--- config.mk ---
export PLATFORM = sky130hd
export DESIGN_NAME = uftx_transmitter
export DESIGN_NICKNAME = d
export VERILOG_FILES = /design/src/core/uftx_pkg.sv /design/src/core/uftx_transmitter.sv
export SDC_FILE = /design/constraint.sdc
export NUM_CORES = 1
export LEC_CHECK = 0
export BUFFER_PORTS_ARGS = -buffer_cell sky130_fd_sc_hd__buf_2
export CAP_MARGIN = 20
export CORE_MARGIN = 5
export CORE_UTILIZATION = 40
export CTS_CLUSTER_SIZE = 28
export DETAILED_ROUTE_END_ITERATION = 7
export SYNTH_ARGS = -nofsm -noshare
export SYNTH_HDL_FRONTEND = slang
export SYNTH_SLANG_ARGS = --single-unit
--- constraint.sdc ---
create_clock -name clock -period 4.9 [get_ports clock]
set_input_delay 0.245 -clock clock [delete_from_list [all_inputs] [get_ports clock]]
set_output_delay 0.245 -clock clock [all_outputs]
set_load 0.05 [all_outputs]
--- src/core/uftx_pkg.sv ---
// Constants, register map and state types for the serial frame transmitter.
// Assumes an APB master on the system clock and a remote serial partner on the line.
package uftx_pkg;

  localparam int APB_AW = 5;

  // Register byte offsets
  localparam logic [APB_AW-1:0] OFS_DATA = 5'h00;
  localparam logic [APB_AW-1:0] OFS_CSA  = 5'h04;
  localparam logic [APB_AW-1:0] OFS_CSB  = 5'h08;
  localparam logic [APB_AW-1:0] OFS_CSC  = 5'h0C;
  localparam logic [APB_AW-1:0] OFS_BDL  = 5'h10;

  // ctrl_status_a bits
  localparam int BIT_RX_READY  = 7;
  localparam int BIT_TX_DONE   = 6;
  localparam int BIT_TX_EMPTY  = 5;
  localparam int BIT_FRAME_ERR = 4;
  localparam int BIT_DOUBLE    = 1;
  // ctrl_status_b bits
  localparam int BIT_SYNC_MSTR = 7;
  localparam int BIT_RX_EN     = 4;
  localparam int BIT_TX_EN     = 3;
  localparam int BIT_SIZE_HI   = 2;
  localparam int BIT_NINTH     = 0;
  // ctrl_status_c bits
  localparam int BIT_REG_SEL   = 7;
  localparam int BIT_SYNC_MODE = 6;
  localparam int BIT_PM_HI     = 5;
  localparam int BIT_PM_LO     = 4;
  localparam int BIT_STOP      = 3;
  localparam int BIT_SIZE_MID  = 2;
  localparam int BIT_SIZE_LO   = 1;
  localparam int BIT_CLK_POL   = 0;

  localparam int BAUD_W   = 12;
  localparam int BAUD_LOW = 8;
  localparam int DATA_W   = 9;

  // Oversampling counts (last value of the count) and mid-bit sample points
  localparam logic [3:0] OSR_NORMAL  = 4'hF;
  localparam logic [3:0] OSR_DOUBLE  = 4'h7;
  localparam logic [3:0] HALF_NORMAL = 4'h7;
  localparam logic [3:0] HALF_DOUBLE = 4'h3;

  localparam logic [2:0] SIZE_NINE    = 3'h7;
  localparam logic [2:0] SIZE_DEFAULT = 3'h3;
  localparam logic [3:0] BITS_MIN     = 4'h5;
  localparam logic [3:0] BITS_EIGHT   = 4'h8;
  localparam logic [3:0] BITS_NINE    = 4'h9;

  typedef enum logic [2:0] {
    TX_IDLE,
    TX_START,
    TX_DATA,
    TX_PARITY,
    TX_STOP1,
    TX_STOP2
  } uftx_tx_state_t;

  typedef struct packed {
    logic              double_speed;
    logic              rx_enable;
    logic              tx_enable;
    logic              tx_ninth_bit;
    logic              sync_master;
    logic              sync_mode;
    logic [1:0]        parity_mode_sel;
    logic              stop_bits_sel;
    logic [2:0]        char_size_sel;
    logic              clk_pol;
    logic [BAUD_W-1:0] baud_div;
  } uftx_cfg_t;

  localparam uftx_cfg_t CFG_RESET = '{char_size_sel: SIZE_DEFAULT, default: '0};

endpackage : uftx_pkg

--- src/core/uftx_transmitter.sv ---
// Serial frame transmitter with its APB register file and a small frame receiver.
// Assumes APB on clock; rxd_in and sync_clk_in are asynchronous pins.
//
// Chosen here: register access over APB and the placing of the registers.
module uftx_transmitter
  import uftx_pkg::*;
(
  // System
  input  wire logic              clock,
  input  wire logic              rst_n,
  // APB slave
  input  wire logic              psel,
  input  wire logic              penable,
  input  wire logic              pwrite,
  input  wire logic [APB_AW-1:0] paddr,
  input  wire logic [31:0]       pwdata,
  output logic      [31:0]       prdata,
  output logic                   pready,
  output logic                   pslverr,
  // Serial line
  input  wire logic              rxd_in,
  output logic                   txd_out,
  output logic                   txd_oe,
  // Sync clock pin
  input  wire logic              sync_clk_in,
  output logic                   sync_clk_out,
  output logic                   sync_clk_oe
);

  typedef struct packed {
    uftx_cfg_t         cfg;
    logic [BAUD_W-1:0] baud_cnt;
    logic [3:0]        tx_pre;
    logic              xck_out;
    logic [2:0]        xck_sync;
    logic [1:0]        rx_sync;
    logic [DATA_W-1:0] txbuf;
    logic              buf_full;
    logic              tx_done;
    logic              tx_on;
    uftx_tx_state_t    tx_st;
    logic [DATA_W-1:0] sh;
    logic [3:0]        bit_cnt;
    logic              par;
    logic              txd;
    logic              rx_busy;
    logic [3:0]        rx_phase;
    logic [3:0]        rx_cnt;
    logic [DATA_W-1:0] rx_sh;
    logic [DATA_W-1:0] rx_data;
    logic              rx_ready;
    logic              frame_err;
    logic [31:0]       rdata;
  } uftx_state_t;

  uftx_state_t s;
  uftx_state_t next_s;

  function automatic logic [3:0] data_bits(input logic [2:0] code);
    logic [3:0] n;
    n = BITS_EIGHT;
    if (code == SIZE_NINE) begin
      n = BITS_NINE;
    end else if (code <= SIZE_DEFAULT) begin
      n = BITS_MIN + {1'b0, code};
    end
    return n;
  endfunction : data_bits

  function automatic logic [DATA_W-1:0] data_mask(input logic [3:0] n);
    logic [DATA_W-1:0] m;
    m = '0;
    for (int i = 0; i < DATA_W; i++) begin
      m[i] = (4'(i) < n);
    end
    return m;
  endfunction : data_mask

  function automatic logic addr_ok(input logic [APB_AW-1:0] a);
    return (a == OFS_DATA) || (a == OFS_CSA) || (a == OFS_CSB) || (a == OFS_CSC) || (a == OFS_BDL);
  endfunction : addr_ok

  logic       setup;
  logic       access;
  logic       wr;
  logic       baud_tick;
  logic       bit_tick;
  logic       frame_end;
  logic       rx_stop;
  logic [3:0] nbits;
  logic       par_en;
  logic [3:0] osr_max;
  logic [3:0] rx_half;
  logic [3:0] rx_stop_idx;
  logic       xck_rise;
  logic       xck_fall;

  assign nbits    = data_bits(s.cfg.char_size_sel);
  // Upper parity mode bit enables parity
  assign par_en   = s.cfg.parity_mode_sel[1];
  assign osr_max  = s.cfg.double_speed ? OSR_DOUBLE : OSR_NORMAL;
  assign rx_half  = s.cfg.double_speed ? HALF_DOUBLE : HALF_NORMAL;
  assign rx_stop_idx = nbits + {3'b000, par_en} + 4'h1;

  assign setup    = psel && !penable;
  assign access   = psel && penable;
  assign wr       = access && pwrite && addr_ok(paddr);
  assign pready   = access;
  assign pslverr  = access && !addr_ok(paddr);
  assign prdata   = s.rdata;

  // Second and third stage only; first stage feeds nothing else
  assign xck_rise = s.xck_sync[1] && !s.xck_sync[2];
  assign xck_fall = !s.xck_sync[1] && s.xck_sync[2];
  assign baud_tick = (s.baud_cnt == '0);

  // Bit pace: divider in async mode, sync clock change edge otherwise
  always_comb begin
    if (!s.cfg.sync_mode) begin
      bit_tick = baud_tick && (s.tx_pre == osr_max);
    end else if (s.cfg.sync_master) begin
      bit_tick = baud_tick && (s.xck_out == s.cfg.clk_pol);
    end else begin
      bit_tick = s.cfg.clk_pol ? xck_fall : xck_rise;
    end
  end

  assign txd_out = s.txd;
  // Pin override follows the held enable
  assign txd_oe = s.tx_on;
  // Sync clock pin taken over while transmitting synchronously as sync master
  assign sync_clk_oe  = s.tx_on && s.cfg.sync_mode && s.cfg.sync_master;
  assign sync_clk_out = s.xck_out;

  always_comb begin
    next_s = s;
    frame_end = 1'b0;
    rx_stop = 1'b0;

    // Synchronisers
    next_s.xck_sync = {s.xck_sync[1:0], sync_clk_in};
    next_s.rx_sync  = {s.rx_sync[0], rxd_in};

    // Baud divider, restarted when the low byte is written
    if (baud_tick || (wr && paddr == OFS_BDL)) begin
      next_s.baud_cnt = s.cfg.baud_div;
    end else begin
      next_s.baud_cnt = s.baud_cnt - 1'b1;
    end
    if (baud_tick) begin
      next_s.tx_pre  = (s.tx_pre == osr_max) ? 4'h0 : s.tx_pre + 4'h1;
      next_s.xck_out = s.cfg.sync_mode && s.cfg.sync_master ? !s.xck_out : s.cfg.clk_pol;
    end

    // Read data captured in setup; answer one cycle later
    if (setup) begin
      next_s.rdata = '0;
      unique case (paddr)
        OFS_DATA: next_s.rdata[DATA_W-2:0] = s.rx_data[DATA_W-2:0];
        OFS_CSA: begin
          next_s.rdata[BIT_RX_READY]  = s.rx_ready;
          next_s.rdata[BIT_TX_DONE]   = s.tx_done;
          next_s.rdata[BIT_TX_EMPTY]  = !s.buf_full;
          next_s.rdata[BIT_FRAME_ERR] = s.frame_err;
          next_s.rdata[BIT_DOUBLE]    = s.cfg.double_speed;
        end
        OFS_CSB: begin
          next_s.rdata[BIT_SYNC_MSTR] = s.cfg.sync_master;
          next_s.rdata[BIT_RX_EN]     = s.cfg.rx_enable;
          next_s.rdata[BIT_TX_EN]     = s.cfg.tx_enable;
          next_s.rdata[BIT_SIZE_HI]   = s.cfg.char_size_sel[2];
          next_s.rdata[BIT_NINTH]     = s.cfg.tx_ninth_bit;
        end
        OFS_CSC: begin
          next_s.rdata[BIT_REG_SEL]               = 1'b1;
          next_s.rdata[BIT_SYNC_MODE]             = s.cfg.sync_mode;
          next_s.rdata[BIT_PM_HI:BIT_PM_LO]       = s.cfg.parity_mode_sel;
          next_s.rdata[BIT_STOP]                  = s.cfg.stop_bits_sel;
          next_s.rdata[BIT_SIZE_MID:BIT_SIZE_LO]  = s.cfg.char_size_sel[1:0];
          next_s.rdata[BIT_CLK_POL]               = s.cfg.clk_pol;
        end
        OFS_BDL: next_s.rdata[BAUD_LOW-1:0] = s.cfg.baud_div[BAUD_LOW-1:0];
        default: next_s.rdata = '0;
      endcase
    end

    // Register writes set the frame format
    if (wr) begin
      unique case (paddr)
        OFS_CSA: begin
          next_s.cfg.double_speed = pwdata[BIT_DOUBLE];
          if (pwdata[BIT_TX_DONE]) begin
            next_s.tx_done = 1'b0;
          end
        end
        OFS_CSB: begin
          next_s.cfg.sync_master      = pwdata[BIT_SYNC_MSTR];
          next_s.cfg.rx_enable        = pwdata[BIT_RX_EN];
          next_s.cfg.tx_enable        = pwdata[BIT_TX_EN];
          next_s.cfg.char_size_sel[2] = pwdata[BIT_SIZE_HI];
          next_s.cfg.tx_ninth_bit     = pwdata[BIT_NINTH];
        end
        OFS_CSC: begin
          // Top bit picks control C over the baud high byte
          if (pwdata[BIT_REG_SEL]) begin
            next_s.cfg.sync_mode          = pwdata[BIT_SYNC_MODE];
            next_s.cfg.parity_mode_sel    = pwdata[BIT_PM_HI:BIT_PM_LO];
            next_s.cfg.stop_bits_sel      = pwdata[BIT_STOP];
            next_s.cfg.char_size_sel[1:0] = pwdata[BIT_SIZE_MID:BIT_SIZE_LO];
            next_s.cfg.clk_pol            = pwdata[BIT_CLK_POL];
          end else begin
            next_s.cfg.baud_div[BAUD_W-1:BAUD_LOW] = pwdata[BAUD_W-BAUD_LOW-1:0];
          end
        end
        OFS_BDL: next_s.cfg.baud_div[BAUD_LOW-1:0] = pwdata[BAUD_LOW-1:0];
        default: ;
      endcase
    end
    // Reading data port frees the receive slot; a new frame below still wins
    if (access && !pwrite && paddr == OFS_DATA) begin
      next_s.rx_ready = 1'b0;
    end

    // Enable held until shifter and buffer have drained
    if (s.cfg.tx_enable) begin
      next_s.tx_on = 1'b1;
    end else if (s.tx_st == TX_IDLE && !s.buf_full) begin
      next_s.tx_on = 1'b0;
    end

    // Transmit sequencer covers all thirty formats
    unique case (s.tx_st)
      TX_IDLE: begin
        next_s.txd = 1'b1;
      end
      TX_START: begin
        // Least significant data bit follows start
        if (bit_tick) begin
          next_s.txd     = s.sh[0];
          next_s.sh      = s.sh >> 1;
          next_s.bit_cnt = 4'h1;
          next_s.tx_st   = TX_DATA;
        end
      end
      TX_DATA: begin
        if (bit_tick) begin
          if (s.bit_cnt == nbits) begin
            // Parity right after last data bit
            next_s.txd   = par_en ? s.par : 1'b1;
            next_s.tx_st = par_en ? TX_PARITY : TX_STOP1;
          end else begin
            next_s.txd     = s.sh[0];
            next_s.sh      = s.sh >> 1;
            next_s.bit_cnt = s.bit_cnt + 4'h1;
          end
        end
      end
      TX_PARITY: begin
        if (bit_tick) begin
          next_s.txd   = 1'b1;
          next_s.tx_st = TX_STOP1;
        end
      end
      TX_STOP1: begin
        if (bit_tick) begin
          if (s.cfg.stop_bits_sel) begin
            next_s.tx_st = TX_STOP2;
          end else begin
            frame_end = 1'b1;
          end
        end
      end
      TX_STOP2: begin
        if (bit_tick) begin
          frame_end = 1'b1;
        end
      end
    endcase

    // Load when idle or straight after the last stop bit
    if ((s.tx_st == TX_IDLE && bit_tick) || frame_end) begin
      if (s.buf_full && s.tx_on) begin
        next_s.sh       = s.txbuf & data_mask(nbits);
        // Even is xor of data, odd inverts it
        next_s.par      = (^(s.txbuf & data_mask(nbits))) ^ s.cfg.parity_mode_sel[0];
        next_s.txd      = 1'b0;
        next_s.tx_st    = TX_START;
        // Buffer empties on transfer to shifter
        next_s.buf_full = 1'b0;
      end else if (frame_end) begin
        // Back to idle high without new data
        next_s.txd     = 1'b1;
        next_s.tx_st   = TX_IDLE;
        next_s.tx_done = 1'b1;
      end
    end

    // Data port write fills the buffer; its frame starts at the next load
    if (wr && paddr == OFS_DATA) begin
      // Ninth bit taken from control B at write time
      next_s.txbuf    = {s.cfg.tx_ninth_bit, pwdata[BAUD_LOW-1:0]};
      next_s.buf_full = 1'b1;
    end

    // Receiver, asynchronous frames only, sampled mid-bit
    if (!s.cfg.rx_enable) begin
      next_s.rx_busy = 1'b0;
    end else if (baud_tick) begin
      if (!s.rx_busy) begin
        if (!s.rx_sync[1]) begin
          next_s.rx_busy  = 1'b1;
          next_s.rx_phase = 4'h0;
          next_s.rx_cnt   = 4'h0;
        end
      end else begin
        next_s.rx_phase = (s.rx_phase == osr_max) ? 4'h0 : s.rx_phase + 4'h1;
        if (s.rx_phase == rx_half) begin
          next_s.rx_cnt = s.rx_cnt + 4'h1;
          if (s.rx_cnt == 4'h0 && s.rx_sync[1]) begin
            next_s.rx_busy = 1'b0;
          end else if (s.rx_cnt == rx_stop_idx) begin
            // Only first stop bit checked; second ignored
            rx_stop          = 1'b1;
            next_s.frame_err = !s.rx_sync[1];
            next_s.rx_data   = s.rx_sh & data_mask(nbits);
            next_s.rx_ready  = 1'b1;
            next_s.rx_busy   = 1'b0;
          end else if (s.rx_cnt != 4'h0 && s.rx_cnt <= nbits) begin
            next_s.rx_sh[s.rx_cnt - 4'h1] = s.rx_sync[1];
          end
        end
      end
    end
  end

  always_ff @(posedge clock or negedge rst_n) begin
    if (!rst_n) begin
      s          <= '0;
      s.cfg      <= CFG_RESET;
      s.txd      <= 1'b1;
      s.xck_sync <= '0;
      s.rx_sync  <= 2'b11;
      s.tx_st    <= TX_IDLE;
    end else begin
      s <= next_s;
    end
  end
endmodule : uftx_transmitter
==> key figures <==
Status
  • Status: complete, no violations

Clocking
  • CTS tree: done
  • CTS Root Cell: clkbuf_16
  • Clk_lat worst skew: 360 ps
  • CTS buffer count: 9
  • H-tree depth: 3
  • # Post-CTS Setup Buffers: 0
  • CTS Sinks: roughly 110
  • Clock Pin Slew Worst Setup and Hold Paths: about 70 ps
  • CTS Buffer Depth: 2

STA
  • Achievable Freq: 264 MHz
  • Count of final max-slew check failures: 0
  • Worst-Margin Slew: 1110 ps
  • Clock Skew: 6.64 ps
  • Worst slew margin: between 20% and 30%
  • Min cycle time layout: about 3800 ps
  • Final period util: around 77%
  • Final setup vio count: 0
  • Fin. Hold Viols: 0
  • Post-route setup TNS: 0 ps
  • Unrepaired setup endpoints after global routing: no

Final layout
  • # diodes: 0
  • Design Area, Final: roughly 0.0069 mm^2
  • Synth-to-layout area growth: 8.01%
  • Nets: ~700
  • Share of cells above drive strength 1: between 10% and 20%

Floorplan
  • Initial core utilization: between 40% and 50%
  • Core Region: approximately 0.016 mm^2
  • Height of the die: roughly 140 um
  • # rows: 46
  • Die ar.: 0.0186 mm^2
  • Die X: 137 um
  • # IOs: 82

Synthesis
  • Number of synthesized register bits: between 100 and 150
  • Post-Syn Area: ~0.0064 mm^2
  • Sequential cell area fraction in the yosys report: a little over two fifths
  • Mapped Cells: 634
  • Netlist cell types: 74
  • Top_reg_cell synth: dfrtp_1
  • Top cells by count, synth: dfrtp_1 (107), nand2_1 (71), o21ai_0 (52), mux2_2 (41), buf_4 (33)
  • Asr flop ratio synth: between 90% and 100%
  • Mean Syn Cell Area: approximately 10 um^2
  • Cell taking the most area after synthesis: dfrtp_1
  • Ranking of synthesized cells by area: dfrtp_1 (42%), mux2_2 (7.2%), nand2_1 (4.2%)
  • Ys Warns: 0
  • Most common cell in the netlist: dfrtp_1
  • EDFF count, synth: 0
  • Top-area cell type share of the netlist area: 41.8%

Setup path
  • Crit path max fanout: 10
  • Worst Setup End Kind: flip-flop
  • Setup crit start kind: flip-flop
  • Number of buffers and inverters on the critical path: 3
  • Max stage delay on crit path: around 600 ps
  • Slowest cell on the critical path: dfstp_2
  • Crit-path cells: ha_1 > nor2b_1 > nor2_1 > inv_1 > ha_1 > inv_1 > ha_1 > xnor2_1 > nand2_1 > a21oi_1 > o211ai_2 > nor4b_2 > buf_4 > mux2_1
  • CP delay by family, top: simple AND/OR/NAND/NOR gates
  • CP arrival: around 4000 ps
  • Cell mode on critical path: ha_1
  • Critical Path RT: 5140 ps
  • WS Path Type: flip-flop to flip-flop

Power and ir drop
  • Power Density: 309 mW/mm^2
  • P_leak: slightly above 3 nW
  • Worst vdd ir: between 0.15 and 0.2 mV

Job
  • MaxCap Viol Count: 0

Global routing
  • Vias in the first global route: about 4600
  • GRT Util Overall: about 17%
  • Initial antenna violation count: 0
  • First-pass GRT wire length: approximately 25 mm
  • Pin count of the biggest net entering global routing: 78
  • Grt ovf: 0

Route
  • Initial DRT Pass Iterations: 7
  • Via density per instance: approximately 5.5
  • Drt drc: 0
  • DRT Wirelength: between 15 and 20 mm
  • DR iter-0 viols: ~360
  • Vias: 4767
  • WL per Instance: approximately 17 um
  • DRT antenna net count: 0

Placed design
  • DP HPWL: between 10 and 15 mm
  • Dpl cell area: 0.00662 mm^2
  • GPL Wtd Cong: about 0.85
  • IO buf count: 33

Hold path
  • Worst hold path class: input port to async pin
==> state kept, by name, indices dropped and copies added, names as in the netlist, named ones only <==
name and flops:
par_en 1, txd_oe 1, next_s 3, txd_out 1
s 89, sync_clk_out 1, prdata 8
==> cells by family after synthesis <==
group                      after synthesis  synth area share (%)
buffers and inverters                   84                  7.03
xor gates and xnor gates                27                  3.91
and+or+nand+nor                        188                  15.7
adders and majority gates               18                  3.52
AOI/OAI and AO/OA                      144                  15.5
other                                    1                0.0585
DFF                                    112                  43.8
muxes                                   60                  10.4
==> layout by cell type, fill, tap and decap left out, types with 8 or more instances in the layout <==
cell type / n
dfrtp_1: 107
nand2_1: 71
o21ai_0: 52
mux2_2: 41
buf_2: 33
inv_1: 30
conb_1: 24
nand3_1: 21
nor2_1: 19
a21oi_1: 19
ha_1: 18
mux2i_1: 17
xnor2_1: 15
nand4_1: 12
nor2b_1: 11
xor2_1: 11
nand2b_1: 10
nor3_1: 10
clkbuf_16: 9
a31oi_1: 8
==> cell type report <==
class,count,area [um^2]
sequential,112,2810
clock inverter,5,33.8
inverter,30,113
tap,216,270
fill,1531,8850
multi-input combinational,461,3240
clock buffer,10,239
timing repair buffer,39,215
==> through the flow <==
step,hold WS [ps],worst slack (ps),total power [mW],util [%],cells
floorplan,-50.6,1740,1.36,-,657
global placement,335,1280,1.43,42.0,855
detailed placement,341,1170,1.45,42.0,855
CTS,85.1,1170,2.16,43.8,872
global route,124,750,2.25,43.9,873
finish,36.8,1110,2.14,43.9,873
==> where the power goes <==
| group | internal [mW] | switching [mW] | leakage (nW) |
|---|---|---|---|
| combinational | 0.126 | 0.221 | 1.47 |
| clock | 0.355 | 0.344 | 0.130 |
| sequential | 1.00 | 0.0885 | 1.50 |
==> worst paths after layout <==
kind | startpoint | end | slack (ps) | depth (start not counted)
worst min register to register | next_s[94] | next_s[95] | 350 | 0
min in group clock | pwdata[5] | s[87] | 180 | 2
max in group asynchronous | rst_n | s[92] | 3750 | 2
worst min-delay path | rst_n | s[98] | 40 | 1
worst max-delay path | s[126] | s[32] | 1110 | 14
worst max register to register | s[126] | s[32] | 1110 | 14
==> per-layer routing <==
layer	GRT usage, %	vias up	share of wire [%]
met5	0	-	0
met4	4.59	0	1.5
met3	3.64	20	5.0
met2	26.9	124	46
met1	24.5	2351	47
li1	-	2272	-
==> timing repair <==
action,4_1_cts,5_1_grt
endpoints found under the hold margin,2,0
hold buffers,2,0
gates resized for setup,0,0
(Power assumes the default switching activity.)
